[config.mk]
export PLATFORM = sky130hd
export DESIGN_NAME = acmp_core
export DESIGN_NICKNAME = d
export VERILOG_FILES = /design/src/core/acmp_pkg.sv /design/src/core/acmp_core.sv
export VERILOG_INCLUDE_DIRS = /design/src /design/src/core
export SDC_FILE = /design/constraint.sdc
export NUM_CORES = 1
export LEC_CHECK = 0
export BUFFER_PORTS_ARGS = -buffer_cell sky130_fd_sc_hd__buf_2
export CAP_MARGIN = 20
export CORE_MARGIN = 2
export CORE_UTILIZATION = 49
export DETAILED_ROUTE_END_ITERATION = 16
export PLACE_DENSITY = 0.8
export SLEW_MARGIN = 10
export SYNTH_ARGS = -nofsm -noshare
export SYNTH_HDL_FRONTEND = slang
export SYNTH_SLANG_ARGS = --single-unit
[constraint.sdc]
create_clock -name pclk -period 2.05 [get_ports pclk]
set_input_delay 0 -clock pclk [delete_from_list [all_inputs] [get_ports pclk]]
set_output_delay 0 -clock pclk [all_outputs]
set_load 0.05 [all_outputs]
[src/core/acmp_map.svh]
// Offsets, field positions, reset values and timing counts of the comparator block
// Assumes a 32-bit APB slave with word-aligned registers
`ifndef ACMP_MAP_SVH
`define ACMP_MAP_SVH

// ==========================================================
// Register offsets (byte addresses, except ACMP_CTRL_STATUS_OFS, a word index)
`define ACMP_CTRL_STATUS_OFS   12'h097
`define ACMP_CTRL_STATUS_ADDR  12'h25c
`define ACMP_IRQ_STATUS_ADDR   12'h000
`define ACMP_IRQ_MASK_ADDR     12'h004
`define ACMP_INT_ENABLE_ADDR   12'h008
`define ACMP_POWER_ADDR        12'h00c
`define ACMP_RESULT_ADDR       12'h010

// ==========================================================
// Field positions
`define ACMP_FLAG_BIT          4
`define ACMP_ENABLE_BIT        3
`define ACMP_MODE_HI           2
`define ACMP_CMP_IRQ_EN_BIT    6
`define ACMP_IDLE_BIT          0
`define ACMP_PDOWN_BIT         1
`define ACMP_IRQ_EVENT_BIT     0
`define ACMP_IRQ_DISCARD_BIT   1

// ==========================================================
// Reset values
`define ACMP_CTRL_RESET        5'h00
`define ACMP_IE_RESET          8'h00

// ==========================================================
// Timing: one machine cycle is twelve clock periods
`define ACMP_PHASES_PER_MC     4'hc
`define ACMP_PHASE_S4          4'h6
`define ACMP_SETTLE_NS         10000
`define ACMP_CLK_NS            100
`define ACMP_SETTLE_CYCLES     ((`ACMP_SETTLE_NS + `ACMP_CLK_NS - 1) / `ACMP_CLK_NS)

`endif

[src/core/acmp_pkg.sv]
// Types shared by the comparator block
// Assumes the map header is included by the design files
package acmp_pkg;

    // ==========================================================
    // Event mode encoding
    typedef enum logic [2:0] {
        ACMP_LOW_LEVEL   = 3'h0,
        ACMP_RISE        = 3'h1,
        ACMP_TOGGLE_DB   = 3'h2,
        ACMP_RISE_DB     = 3'h3,
        ACMP_FALL        = 3'h4,
        ACMP_TOGGLE      = 3'h5,
        ACMP_FALL_DB     = 3'h6,
        ACMP_HIGH_LEVEL  = 3'h7
    } acmp_mode_e;

    // ==========================================================
    // Debounce sequencer, Gray along idle -> wait1 -> wait2
    typedef enum logic [1:0] {
        ACMP_DB_IDLE  = 2'b00,
        ACMP_DB_WAIT1 = 2'b01,
        ACMP_DB_WAIT2 = 2'b11
    } acmp_db_e;

    // ==========================================================
    // Analog front end carrier
    typedef struct packed {
        logic pos_gt_neg;
        logic timer1_ovf;
    } acmp_front_s;

    // Low-power state of the processor
    typedef struct packed {
        logic pdown;
        logic idle;
    } acmp_power_s;

endpackage

[src/core/acmp_core.sv]
// Comparator event logic with debounce, APB register file and interrupt
// Assumes pclk at 10 MHz, synchronous inputs and a free-running timer 1 overflow pulse
//
// The APB interface to the registers is this design's own decision.
`timescale 1ns/1ns
`default_nettype none
`include "acmp_map.svh"

module acmp_core (
    // APB slave
    input  wire logic                  pclk,
    input  wire logic                  presetn,
    input  wire logic                  psel,
    input  wire logic                  penable,
    input  wire logic                  pwrite,
    input  wire logic [11:0]           paddr,
    input  wire logic [31:0]           pwdata,
    output logic      [31:0]           prdata,
    output logic                       pready,
    output logic                       pslverr,
    // Analog front end and timer
    input  wire acmp_pkg::acmp_front_s front,
    // Result and interrupts
    output logic                       compare_result,
    output logic                       cmp_irq_req,
    output logic                       irq
);
    import acmp_pkg::*;

    // ==========================================================
    // Registers
    logic [4:0]        ctrl_reg;
    logic [7:0]        ie_reg;
    acmp_power_s       power_reg;
    logic [1:0]        irq_status_reg;
    logic [1:0]        irq_mask_reg;
    logic [3:0]        phase_reg;
    logic              sample_reg;
    logic              prev_reg;
    logic              expect_reg;
    acmp_db_e          db_reg;
    logic              live;
    logic              s4_tick;
    logic              wr_en;
    logic              rd_en;
    logic              set_event;
    logic              set_discard;
    logic              flag_clr;
    logic              addr_ok;
    acmp_mode_e        mode;
    logic              wr_ctrl;
    logic              wr_ie;
    logic              wr_pwr;
    logic              wr_mask;
    logic              wr_stat;
    logic              event_ok;

    function automatic logic is_debounce(input acmp_mode_e m);
        return (m == ACMP_TOGGLE_DB) || (m == ACMP_RISE_DB) || (m == ACMP_FALL_DB);
    endfunction

    // Edge condition met by a transition from p to n under mode m
    function automatic logic edge_hit(input acmp_mode_e m, input logic p, input logic n);
        case (m)
            ACMP_RISE, ACMP_RISE_DB:     return !p && n;
            ACMP_FALL, ACMP_FALL_DB:     return p && !n;
            ACMP_TOGGLE, ACMP_TOGGLE_DB: return p != n;
            default:                     return 1'b0;
        endcase
    endfunction

    // Level condition of the two level modes at one sample
    function automatic logic level_hit(input acmp_mode_e m, input logic n);
        case (m)
            ACMP_LOW_LEVEL:  return !n;
            ACMP_HIGH_LEVEL: return n;
            default:         return 1'b0;
        endcase
    endfunction

    // One decode for the error response and the hole check
    function automatic logic addr_known(input logic [11:0] a);
        case (a)
            `ACMP_CTRL_STATUS_ADDR,
            `ACMP_IRQ_STATUS_ADDR,
            `ACMP_IRQ_MASK_ADDR,
            `ACMP_INT_ENABLE_ADDR,
            `ACMP_POWER_ADDR,
            `ACMP_RESULT_ADDR: return 1'b1;
            default:           return 1'b0;
        endcase
    endfunction

    // ==========================================================
    // Bus decode
    assign mode    = acmp_mode_e'(ctrl_reg[`ACMP_MODE_HI:0]);
    assign wr_en   = psel && penable && pwrite;
    assign rd_en   = psel && !pwrite;
    assign addr_ok = addr_known(paddr);
    // Write strobes, one per register except the read-only result register
    assign wr_ctrl = wr_en && (paddr == `ACMP_CTRL_STATUS_ADDR);
    assign wr_ie   = wr_en && (paddr == `ACMP_INT_ENABLE_ADDR);
    assign wr_pwr  = wr_en && (paddr == `ACMP_POWER_ADDR);
    assign wr_mask = wr_en && (paddr == `ACMP_IRQ_MASK_ADDR);
    assign wr_stat = wr_en && (paddr == `ACMP_IRQ_STATUS_ADDR);
    assign pready  = 1'b1;
    assign pslverr = psel && penable && !addr_ok;

    assign live = ctrl_reg[`ACMP_ENABLE_BIT] && !power_reg.idle && !power_reg.pdown;

    // ==========================================================
    // Machine cycle phase divider
    // tick at phase 6 of the 12 (state S4)
    always_ff @(posedge pclk or negedge presetn) begin
        if (!presetn) begin
            phase_reg <= 4'h0;
        end else if (phase_reg == `ACMP_PHASES_PER_MC - 4'h1) begin
            phase_reg <= 4'h0;
        end else begin
            phase_reg <= phase_reg + 4'h1;
        end
    end
    assign s4_tick = (phase_reg == `ACMP_PHASE_S4);

    // ==========================================================
    // Sampling; a disabled comparator reads low
    // result forced low
    always_ff @(posedge pclk or negedge presetn) begin
        if (!presetn) begin
            sample_reg <= 1'b0;
            prev_reg   <= 1'b0;
        end else if (!live) begin
            sample_reg <= 1'b0;
            prev_reg   <= 1'b0;
        end else if (s4_tick) begin
            prev_reg   <= sample_reg;
            sample_reg <= front.pos_gt_neg;
        end
    end
    assign compare_result = sample_reg;

    // ==========================================================
    // Event detection and debounce
    // A new edge seen while waiting is ignored; the pending one decides.
    always_ff @(posedge pclk or negedge presetn) begin
        if (!presetn) begin
            db_reg      <= ACMP_DB_IDLE;
            expect_reg  <= 1'b0;
            set_event   <= 1'b0;
            set_discard <= 1'b0;
        end else begin
            set_event   <= 1'b0;
            set_discard <= 1'b0;
            if (!live) begin
                db_reg <= ACMP_DB_IDLE;
            end else begin
                case (db_reg)
                    ACMP_DB_IDLE: begin
                        if (s4_tick) begin
                            if ((mode == ACMP_LOW_LEVEL) || (mode == ACMP_HIGH_LEVEL)) begin
                                set_event <= level_hit(mode, front.pos_gt_neg);
                            end else if (edge_hit(mode, sample_reg, front.pos_gt_neg)) begin
                                if (is_debounce(mode)) begin
                                    db_reg     <= ACMP_DB_WAIT1;
                                    expect_reg <= front.pos_gt_neg;
                                end else begin
                                    set_event <= 1'b1;
                                end
                            end
                        end
                    end
                    ACMP_DB_WAIT1: begin
                        if (front.timer1_ovf) begin
                            db_reg <= ACMP_DB_WAIT2;
                        end
                    end
                    ACMP_DB_WAIT2: begin
                        if (front.timer1_ovf) begin
                            db_reg <= ACMP_DB_IDLE;
                            if (front.pos_gt_neg == expect_reg) begin
                                set_event <= 1'b1;
                            end else begin
                                set_discard <= 1'b1;
                            end
                        end
                    end
                    default: begin
                        db_reg <= ACMP_DB_IDLE;
                    end
                endcase
            end
        end
    end

    // ==========================================================
    // Control/status register
    assign flag_clr = wr_ctrl && !pwdata[`ACMP_FLAG_BIT];
    // An event pulse counts only while the enable bit still stands
    assign event_ok = set_event && ctrl_reg[`ACMP_ENABLE_BIT];

    always_ff @(posedge pclk or negedge presetn) begin
        if (!presetn) begin
            ctrl_reg <= `ACMP_CTRL_RESET;
        end else begin
            if (wr_ctrl) begin
                ctrl_reg[`ACMP_ENABLE_BIT:0] <= pwdata[`ACMP_ENABLE_BIT:0];
            end
            if (event_ok) begin
                ctrl_reg[`ACMP_FLAG_BIT] <= 1'b1;
            end else if (flag_clr) begin
                ctrl_reg[`ACMP_FLAG_BIT] <= 1'b0;
            end
        end
    end

    // ==========================================================
    // Interrupt enable and low-power state
    always_ff @(posedge pclk or negedge presetn) begin
        if (!presetn) begin
            ie_reg    <= `ACMP_IE_RESET;
            power_reg <= '0;
        end else begin
            if (wr_ie) begin
                ie_reg <= pwdata[7:0];
            end
            if (wr_pwr) begin
                power_reg <= acmp_power_s'(pwdata[1:0]);
            end
        end
    end

    assign cmp_irq_req = ctrl_reg[`ACMP_FLAG_BIT] && ie_reg[`ACMP_CMP_IRQ_EN_BIT];

    // ==========================================================
    // Interrupt mask
    always_ff @(posedge pclk or negedge presetn) begin
        if (!presetn) begin
            irq_mask_reg <= 2'b00;
        end else if (wr_mask) begin
            irq_mask_reg <= pwdata[1:0];
        end
    end

    // ==========================================================
    // Sticky interrupt status, write one to clear
    // Set wins, so an event in the clearing cycle is never lost
    always_ff @(posedge pclk or negedge presetn) begin
        if (!presetn) begin
            irq_status_reg <= 2'b00;
        end else begin
            if (event_ok) begin
                irq_status_reg[`ACMP_IRQ_EVENT_BIT] <= 1'b1;
            end else if (wr_stat && pwdata[`ACMP_IRQ_EVENT_BIT]) begin
                irq_status_reg[`ACMP_IRQ_EVENT_BIT] <= 1'b0;
            end
            if (set_discard) begin
                irq_status_reg[`ACMP_IRQ_DISCARD_BIT] <= 1'b1;
            end else if (wr_stat && pwdata[`ACMP_IRQ_DISCARD_BIT]) begin
                irq_status_reg[`ACMP_IRQ_DISCARD_BIT] <= 1'b0;
            end
        end
    end

    assign irq = |(irq_status_reg & irq_mask_reg);

    // ==========================================================
    // Read data, registered on the setup cycle
    always_ff @(posedge pclk or negedge presetn) begin
        if (!presetn) begin
            prdata <= 32'h0;
        end else if (rd_en && !penable) begin
            case (paddr)
                `ACMP_CTRL_STATUS_ADDR: prdata <= {27'h0, ctrl_reg};
                `ACMP_IRQ_STATUS_ADDR:  prdata <= {30'h0, irq_status_reg};
                `ACMP_IRQ_MASK_ADDR:    prdata <= {30'h0, irq_mask_reg};
                `ACMP_INT_ENABLE_ADDR:  prdata <= {24'h0, ie_reg};
                `ACMP_POWER_ADDR:       prdata <= {30'h0, power_reg};
                `ACMP_RESULT_ADDR:      prdata <= {28'h0, db_reg, prev_reg, sample_reg};
                default:                prdata <= 32'h0;
            endcase
        end
    end

endmodule

`default_nettype wire

==> results of run 1 <==
==> worst max-delay path, stage by stage (launching register included) <==
cell,delay [ps]
dfrtp_2,430
ha_4,220
or3b_2,450
a32oi_2,220
or3_1,150
nand4_1,110
a211oi_2,220
==> metal layers <==
metal  global-route usage  vias to the layer above  wire length [um]
met2                0.297                       84              2220
met1                0.251                      856              2130
met3               0.0514                       10               320
met4               0.0926                        0                89
met5                    0                        -                 0
li1                     -                      841                 -
==> cells in the mapped netlist, types with 3 or more instances <==
| master | instances |
|---|---|
| dfrtp_1 | 38 |
| buf_4 | 25 |
| nor2_1 | 16 |
| nand2_1 | 14 |
| mux2_2 | 9 |
| ha_1 | 8 |
| inv_1 | 8 |
| mux2_4 | 8 |
| nand3_1 | 7 |
| o21ai_0 | 7 |
| a22o_1 | 5 |
| nand4_1 | 5 |
| a211oi_1 | 4 |
| a21oi_1 | 4 |
| a221oi_1 | 4 |
| clkbuf_1 | 4 |
| mux2i_1 | 4 |
| and2_1 | 3 |
| or3b_2 | 3 |
==> through the flow <==
stage	area, um^2	std cells	total power [mW]	util	worst slack [ps]
floorplan	2390	242	1.01	-	14.5
finish	2740	326	1.81	0.617	148
global placement	2490	309	1.04	0.559	23.8
detailed placement	2490	309	1.04	0.559	35.7
global route	2740	326	1.88	0.617	83.6
CTS	2710	326	1.82	0.611	4.20
==> power by group through the flow <==
stage               Combinational, mW  Sequential (mW)  Clock, mW
finish                          0.273            0.768      0.773
global route                    0.292            0.770      0.820
CTS                             0.271            0.768      0.785
detailed placement              0.257            0.783          0
global placement                0.255            0.783          0
floorplan                       0.182            0.825          0
==> cell families (layout without fill, tap and decap cells) <==
family,count (synthesis),count (layout),synth area share
xor gates and xnor gates,2,2,0.00761
DFF,38,38,0.413
and+or+nand+nor,73,73,0.200
buffers and inverters,39,71,0.108
AOI/OAI and AO/OA,36,36,0.111
muxes,21,21,0.114
other,2,25,0.00326
adders and majority gates,8,8,0.0435
==> worst paths after layout <==
| path | slack, ps | depth (start not counted) | endpoint | start |
|---|---|---|---|---|
| min in group asynchronous | 330 | 2 | ie_reg[1] | presetn |
| max in group asynchronous | 1140 | 2 | compare_result | presetn |
| worst max register to register | 150 | 6 | set_event | compare_result |
| worst min-delay path | 20 | 2 | ie_reg[0] | pwdata[0] |
| worst min register to register | 440 | 1 | irq_status_reg[1] | set_discard |
| worst max-delay path | 150 | 6 | set_event | compare_result |
==> repair_timing <==
action,CTS,global route
hold buffers,9,0
hold endpoints to repair,48,0
resized for setup,0,4
setup endpoints to repair,0,2
==> placed cells by master, fill, tap and decap left out, drive strengths merged, types with 3 or more instances in the layout <==
master and n:
o21ai 7, clkbuf 5, and3 3, nand4 5, ha 8, buf 46
mux2i 4, a21oi 4, a221oi 4, nor2 17, dlygate4sd3 9, nand2 15
conb 25, nand3 7, nor3b 3, inv 8, dfrtp 38, a211oi 4
or3b 3, and2 4, a22o 5, mux2 17
==> area by class of cell <==
cell class / count / share of cell area
multi-input cells: 165 / 0.444
flip-flops and latches: 38 / 0.347
repair buffers: 55 / 0.124
clock buffers: 5 / 0.0251
clock inverters: 3 / 0.0251
well taps: 52 / 0.0237
inverters: 8 / 0.0110
==> metrics, run 1 <==
status=finished, final reports clean; Layout Nets=~330; Syn Std Cell Area=~2300 um^2; H-tree depth=2; f_max=around 0.53 GHz; Yosys top cell area share=0.413; Seq cells post-synth=38; Ports=88; Post-synth EDFFs=0; Worst Hold Class=input pin to register; Crit. End Element=register; unrepaired setup endpoints after global routing=false; sw frac=0.278; first-pass GRT wire length=between 7000 and 8000 um; Root Driver=clkbuf_8; Setup TNS=0 ps; Flop pwr share=0.423; gr ovfl total=0; Fin Hold WS=24.4 ps; sequential-to-total area share from yosys stat=0.413; # port buffers=38; CTS tree=done; Post-Synthesis Cells=~220; peak supply drop=0.000261 V; Tcrit/Tclk final=0.928; Primary FF master, synth=dfrtp_1; Rel. slew slack=0.441; Cell variety after synth=52; ys async rst share=1.00; Pleak=around 1.4 nW; CTS max path bufs=2; Slew Viols, Final=0; Rows=24; initial antenna violation count=0; Pwr Density=662 nW/um^2; worst-margin pin slew=around 840 ps; setup fix buffers added after clock tree synthesis=0; Crit Path Class=register to register; routability cong.=between 0.8 and 0.9; CP Data Arrival Time=2110 ps; clk_skew=8.60 ps; Final Hold Vio Count=0; DIE AREA=5260 um^2; final setup fails=0; routed length per instance=around 15 um; TritonCTS buffer count=5; warnings from Yosys=0; P_sw=a little over 0.5 mW; Core ar.=about 4400 um^2; share of cells above drive strength 1=0.318; FILL cells=372; worst-path fanout max=3; Initial Utilization=0.518; Area Overhead vs Synth=19.1%; DRC=0; crit start category=register; Clock Latency Late Sink=roughly 300 ps; placed wire-length estimate=about 3400 um; vias in the first global route=roughly 1,700; Via-to-Cell Ratio=5.49; Routed WL=between 4000 and 5000 um; register area=952 um^2; total number of vias=roughly 1,800; ranking of synthesized cells by area=dfrtp_1 (41%), buf_4 (8.2%), mux2_4 (5.2%), mux2_2 (4.4%), ha_1 (4.3%); Total GRT Usage=0.193; DRT iter0 DRCs=114; clk sinks=38; Cell Int Power=1.31 mW; Reg clk slew, reported paths=about 80 ps; antenna-violating nets left=0; part of the power in combinational logic=0.151; Clk pwr share=0.426; WP data required=2260 ps; Die Y=72.5 um; Synth area leader=dfrtp_1; post-layout minimum cycle time=around 1900 ps; multi-input logic area=~1200 um^2; Die X=72.5 um; MaxCap Viol Count=0; pin count of the biggest net entering global routing=39; DR pass1 iterations=5; # diodes=0; syn avg cell area=10.5 um^2
No activity file was read; power rests on OpenSTA's default activity.
==> inputs of run 2 (changes only) <==
--- a/config.mk
+++ b/config.mk
@@ -9,9 +9,9 @@
 export BUFFER_PORTS_ARGS = -buffer_cell sky130_fd_sc_hd__buf_2
 export CAP_MARGIN = 20
 export CORE_MARGIN = 2
-export CORE_UTILIZATION = 49
+export CORE_UTILIZATION = 53
 export DETAILED_ROUTE_END_ITERATION = 16
-export PLACE_DENSITY = 0.8
+export PLACE_DENSITY = 0.86
 export SLEW_MARGIN = 10
 export SYNTH_ARGS = -nofsm -noshare
 export SYNTH_HDL_FRONTEND = slang
==> constraint.sdc (replaced) <==
create_clock -name pclk -period 2.3 [get_ports pclk]
set_input_delay 0 -clock pclk [delete_from_list [all_inputs] [get_ports pclk]]
set_output_delay 0 -clock pclk [all_outputs]
set_load 0.05 [all_outputs]
==> metrics, run 2 (synthesis results as in run 1) <==
crit start category=register; TritonCTS buffer count=5 (unchanged); share of cells above drive strength 1=0.293 (-0.0249); status=finished, final reports clean; Clock Latency Late Sink=300 ps (about the same); CP Data Arrival Time=2220 ps (+110 ps); MaxCap Viol Count=0 (unchanged); H-tree depth=2 (unchanged); Setup TNS=0 ps (unchanged); routability cong.=0.879 (+1.0%); Pwr Density=564 nW/um^2 (-15%); final setup fails=0 (unchanged); DRC=0 (unchanged); antenna-violating nets left=0 (unchanged); worst-path fanout max=3 (unchanged); Flop pwr share=0.457 (+0.034); gr ovfl total=0 (unchanged); R2R Path Start=compare_result; WP data required=2500 ps (+240 ps); Via-to-Cell Ratio=5.44 (-0.91%); Tcrit/Tclk final=0.879 (-0.0483); pin count of the biggest net entering global routing=39 (unchanged); Clk pwr share=0.383 (-0.043); hold path endpoint=ie_reg[0]; placed wire-length estimate=3320 um (-0.81%); Initial Utilization=0.563 (+0.0454); hold depth=2 (unchanged); worst-margin pin slew=834 ps (-4.88 ps); DR pass1 iterations=4 (-1); Power Total=1.50 mW (-17%); Routed WL=4480 um (-5.8%); Rel. slew slack=0.444 (+0.00325); flop2flop setup slack=280 ps (+130 ps); Total GRT Usage=0.187 (-0.00602); unrepaired setup endpoints after global routing=false; total number of vias=1,742 (-2.7%); Ports=88 (unchanged); post-CTS sizing=0 (unchanged); clk_skew=14.0 ps (+5.44 ps); CTS tree=done; sw frac=0.296 (+0.0183); Reg clk slew, reported paths=90 ps (about the same); part of the power in combinational logic=0.160 (+0.009); CTS max path bufs=2 (unchanged); Cell Int Power=1.05 mW (-19%); Final Cell Area=2660 um^2 (-3.1%); Pleak=1.36 nW (-2.8%); Crit. End Element=register; Crit Reg-Reg Endpoint=set_event; routed length per instance=14.0 um (-4.1%); peak supply drop=0.000377 V (+44%); Placed Instances=303 (-1.9%); Final Util=0.650 (+0.0332); post-layout minimum cycle time=2020 ps (+121 ps); Register-to-Register Path Depth=6 (unchanged); # port buffers=38 (unchanged); vias in the first global route=1,623 (-4.9%); Rows=23 (-4.2%); Buf+Inv Stages, Crit Path=0 (unchanged); critical path's slowest cell=or3b_2; Core ar.=4090 um^2 (-8.1%); Hold Crit Start=pwdata[0]; placed standard-cell area=2450 um^2 (-1.4%); Worst Hold Class=input pin to register; # diodes=0 (unchanged); DRT iter0 DRCs=133 (+17%); clk sinks=38 (unchanged); most frequent cells in the layout=dfrtp_1 (38), buf_2 (38), conb_1 (25), nor2_1 (16), nand2_1 (14); initial antenna violation count=0 (unchanged); Area Overhead vs Synth=15.4%; Die X=69.9 um (-3.6%); Critical Path Max Stage Delay=440 ps (about the same); Layout Nets=328 (-1.2%); Final Hold Vio Count=0 (unchanged); critical path cell sequence=ha_1 -> or3b_2 -> a32oi_1 -> or3_1 -> nand4_1 -> a211oi_1; DIE AREA=4890 um^2 (-7.1%); Die Y=69.9 um (-3.6%); f_max=0.494 GHz (-6.0%); fin cells=320 (-1.8%); Crit Path Class=register to register; setup fix buffers added after clock tree synthesis=0 (unchanged); CP top delay family=simple AND/OR/NAND/NOR gates; first-pass GRT wire length=7330 um (-6.8%); Root Driver=clkbuf_8; P_sw=0.444 mW (-12%); Slew Viols, Final=0 (unchanged)
run 2: layer usage:
metal  vias up  share of wire  GRT usage
met3        11          0.061     0.0390
met1       816           0.43      0.252
met5         -              0          0
li1        843              -          -
met2        72           0.49      0.298
met4         0          0.014     0.0641
run 2: worst max path at each step:
stage | start | endpoint | slack (ps) | cells past startpoint
6_report | compare_result | set_event | 280 | 6
2_1_floorplan | compare_result | set_event | 110 | 6
3_3_place_gp | compare_result | set_event | 300 | 6
3_5_place_dp | compare_result | set_event | 310 | 6
5_1_grt | compare_result | set_event | 160 | 6
4_1_cts | compare_result | set_event | 290 | 6
run 2: what timing repair did:
item                                   in CTS  in global routing
endpoints found under the hold margin      48                  0
setup endpoints to repair                   0                  0
hold buffers                                9                  0
run 2: final cells by class:
cell class | instances | area, um^2
Clock buffer | 5 | 68.8
Timing Repair Buffer | 51 | 310
Tap cell | 50 | 62.6
Fill cell | 331 | 1430
Inverter | 8 | 30.0
Sequential cell | 38 | 951
Multi-Input combinational cell | 165 | 1190
Clock inverter | 3 | 45.0
run 2: power groups by stage:
stage                     logic (mW)  registers [mW]  clock network (mW)
final                          0.241           0.685               0.574
after CTS                      0.240           0.685               0.584
after floorplan                0.162           0.735                   0
after detailed placement       0.228           0.698                   0
after global placement         0.226           0.698                   0
after global routing           0.255           0.687               0.608
run 2: metrics by stage:
step	worst slack [ps]	hold slack (ps)
6_report	277	12.3
2_1_floorplan	108	-296
4_1_cts	287	4.25
5_1_grt	164	21.8
3_5_place_dp	309	156
3_3_place_gp	302	146
==> inputs of run 3 (changes only) <==
--- a/config.mk
+++ b/config.mk
@@ -8,6 +8,7 @@
 export LEC_CHECK = 0
 export BUFFER_PORTS_ARGS = -buffer_cell sky130_fd_sc_hd__buf_2
 export CAP_MARGIN = 20
+export CORE_ASPECT_RATIO = 1.4
 export CORE_MARGIN = 2
 export CORE_UTILIZATION = 53
 export DETAILED_ROUTE_END_ITERATION = 16
==> metrics, run 3 (synthesis results as in run 1) <==
status=finished, final reports clean; unrepaired setup endpoints after global routing=false; critical path's slowest cell=or3b_2; first-pass GRT wire length=7330 um (about the same); DR pass1 iterations=4 (unchanged); clk sinks=38 (unchanged); R2R Path Start=compare_result; CTS max path bufs=2 (unchanged); Rel. slew slack=0.436 (-0.00826); critical path cell sequence=ha_1 -> or3b_2 -> a32oi_1 -> or3_1 -> nand4_1 -> a211oi_1; Die X=59.7 um (-15%); most frequent cells in the layout=dfrtp_1 (38), buf_2 (38), conb_1 (25), nor2_1 (16), nand2_1 (14); # diodes=0 (unchanged); final setup fails=0 (unchanged); Tcrit/Tclk final=0.900 (+0.0208); Via-to-Cell Ratio=5.55 (+2.0%); Clock Latency Late Sink=290 ps (about the same); Die Y=82.0 um (+17%); Final Util=0.628 (-0.0221); FILL cells=344 (+3.9%); Reg clk slew, reported paths=80 ps (about the same); Pleak=1.35 nW (-0.31%); P_sw=0.435 mW (-2.0%); DRC=0 (unchanged); setup fix buffers added after clock tree synthesis=0 (unchanged); Critical Path Max Stage Delay=440 ps (about the same); DIE AREA=4890 um^2 (+0.15%); Layout Nets=327 (-0.30%); H-tree depth=2 (unchanged); peak supply drop=0.000294 V (-22%); initial antenna violation count=0 (unchanged); Pwr Density=564 nW/um^2 (about the same); DRT iter0 DRCs=63 (-53%); Buf+Inv Stages, Crit Path=0 (unchanged); gr ovfl total=0 (unchanged); Crit Path Class=register to register; Flop pwr share=0.460 (+0.003); Total GRT Usage=0.201 (+0.0143); Crit Reg-Reg Endpoint=set_event; sw frac=0.292 (-0.00401); CP startpoint=compare_result; Core ar.=4200 um^2 (+2.9%); pin count of the biggest net entering global routing=39 (unchanged); Routed WL=4500 um (+0.54%); CP top delay family=simple AND/OR/NAND/NOR gates; Root Driver=clkbuf_8; Slew Viols, Final=0 (unchanged); antenna-violating nets left=0 (unchanged); routed length per instance=14.3 um (+2.5%); share of cells above drive strength 1=0.294 (+0.00109); register area=951 um^2 (unchanged); Worst Hold Class=input pin to register; multi-input logic area=1190 um^2 (unchanged); WP data required=2500 ps (about the same); Cell Int Power=1.05 mW (-0.12%); Setup TNS=0 ps (unchanged); placed wire-length estimate=3420 um (+2.9%); post-CTS sizing=0 (unchanged); # port buffers=38 (unchanged); crit start category=register; TritonCTS buffer count=5 (unchanged); total number of vias=1,744 (+0.11%); MaxCap Viol Count=0 (unchanged); Initial Utilization=0.548 (-0.0158); f_max=0.483 GHz (-2.3%); Worst path depth=6 (unchanged); Ports=88 (unchanged); routability cong.=0.776 (-12%); part of the power in combinational logic=0.161 (about the same); crit path to=set_event; hold buffers post-CTS=8 (-1); vias in the first global route=1,645 (+1.4%); worst-margin pin slew=847 ps (+12.4 ps); Clk pwr share=0.379 (-0.004); Register-to-Register Path Depth=6 (unchanged); worst-path fanout max=3 (unchanged); Crit. End Element=register; clk_skew=6.07 ps (-7.96 ps); CTS tree=done; flop2flop setup slack=230 ps (-50 ps); CP Data Arrival Time=2270 ps (+50 ps); post-layout minimum cycle time=2070 ps (+47.7 ps); Area Overhead vs Synth=14.7%; Rows=28 (+22%); Final Hold Vio Count=0 (unchanged)
[run 3: cell types whose count changed in the layout (fill, tap and decap cells not counted), sizes merged]
cell	before	now
dlygate4sd3	9	8
[run 3: worst min-delay path by stage]
stage / startpoint / cells past startpoint / slack (ps) / endpoint
2_1_floorplan: presetn / 0 / -300 / compare_result
3_3_place_gp: presetn / 1 / 150 / phase_reg[1]
3_5_place_dp: presetn / 1 / 160 / phase_reg[0]
4_1_cts: pwdata[0] / 2 / 20 / ie_reg[0]
5_1_grt: pwdata[0] / 2 / 10 / ie_reg[0]
6_report: pwdata[1] / 2 / 30 / ie_reg[1]
[run 3: worst reg2reg max path: stages, from the launching register on]
cell      delay, ps
dfrtp_1         390
ha_1            310
or3b_2          440
a32oi_1         340
or3_1           160
nand4_1          90
a211oi_1        250
[run 3: per-layer routing]
layer	track usage	vias to the layer above	wire length, um
met5	0	-	0
met4	0.0822	0	72
met3	0.0488	13	213
met2	0.361	54	2500
met1	0.221	843	1720
li1	-	834	-
[run 3: area by class of cell]
class / instances / share of cell area
inverters: 8 / 0.0114
flip-flops and latches: 38 / 0.360
well taps: 45 / 0.0213
multi-input cells: 165 / 0.450
clock inverters: 3 / 0.0171
repair buffers: 50 / 0.114
clock buffers: 5 / 0.0261
[run 3: per-stage QoR]
stage,std cells,power [mW],setup WS (ps),hold slack [ps],cell area (um^2)
global route,314,1.56,157,12.2,2640
CTS,314,1.51,237,18.5,2640
global placement,298,0.924,327,148,2450
floorplan,242,0.897,108,-296,2390
finish,314,1.49,230,30.8,2640
detailed placement,298,0.928,272,156,2450
[run 3: power by group through the flow]
| stage | clock [mW] | combinational, mW | sequential (mW) |
|---|---|---|---|
| 6_report | 0.564 | 0.240 | 0.685 |
| 3_5_place_dp | 0 | 0.229 | 0.698 |
| 2_1_floorplan | 0 | 0.162 | 0.735 |
| 5_1_grt | 0.614 | 0.257 | 0.685 |
| 3_3_place_gp | 0 | 0.226 | 0.698 |
| 4_1_cts | 0.580 | 0.241 | 0.685 |
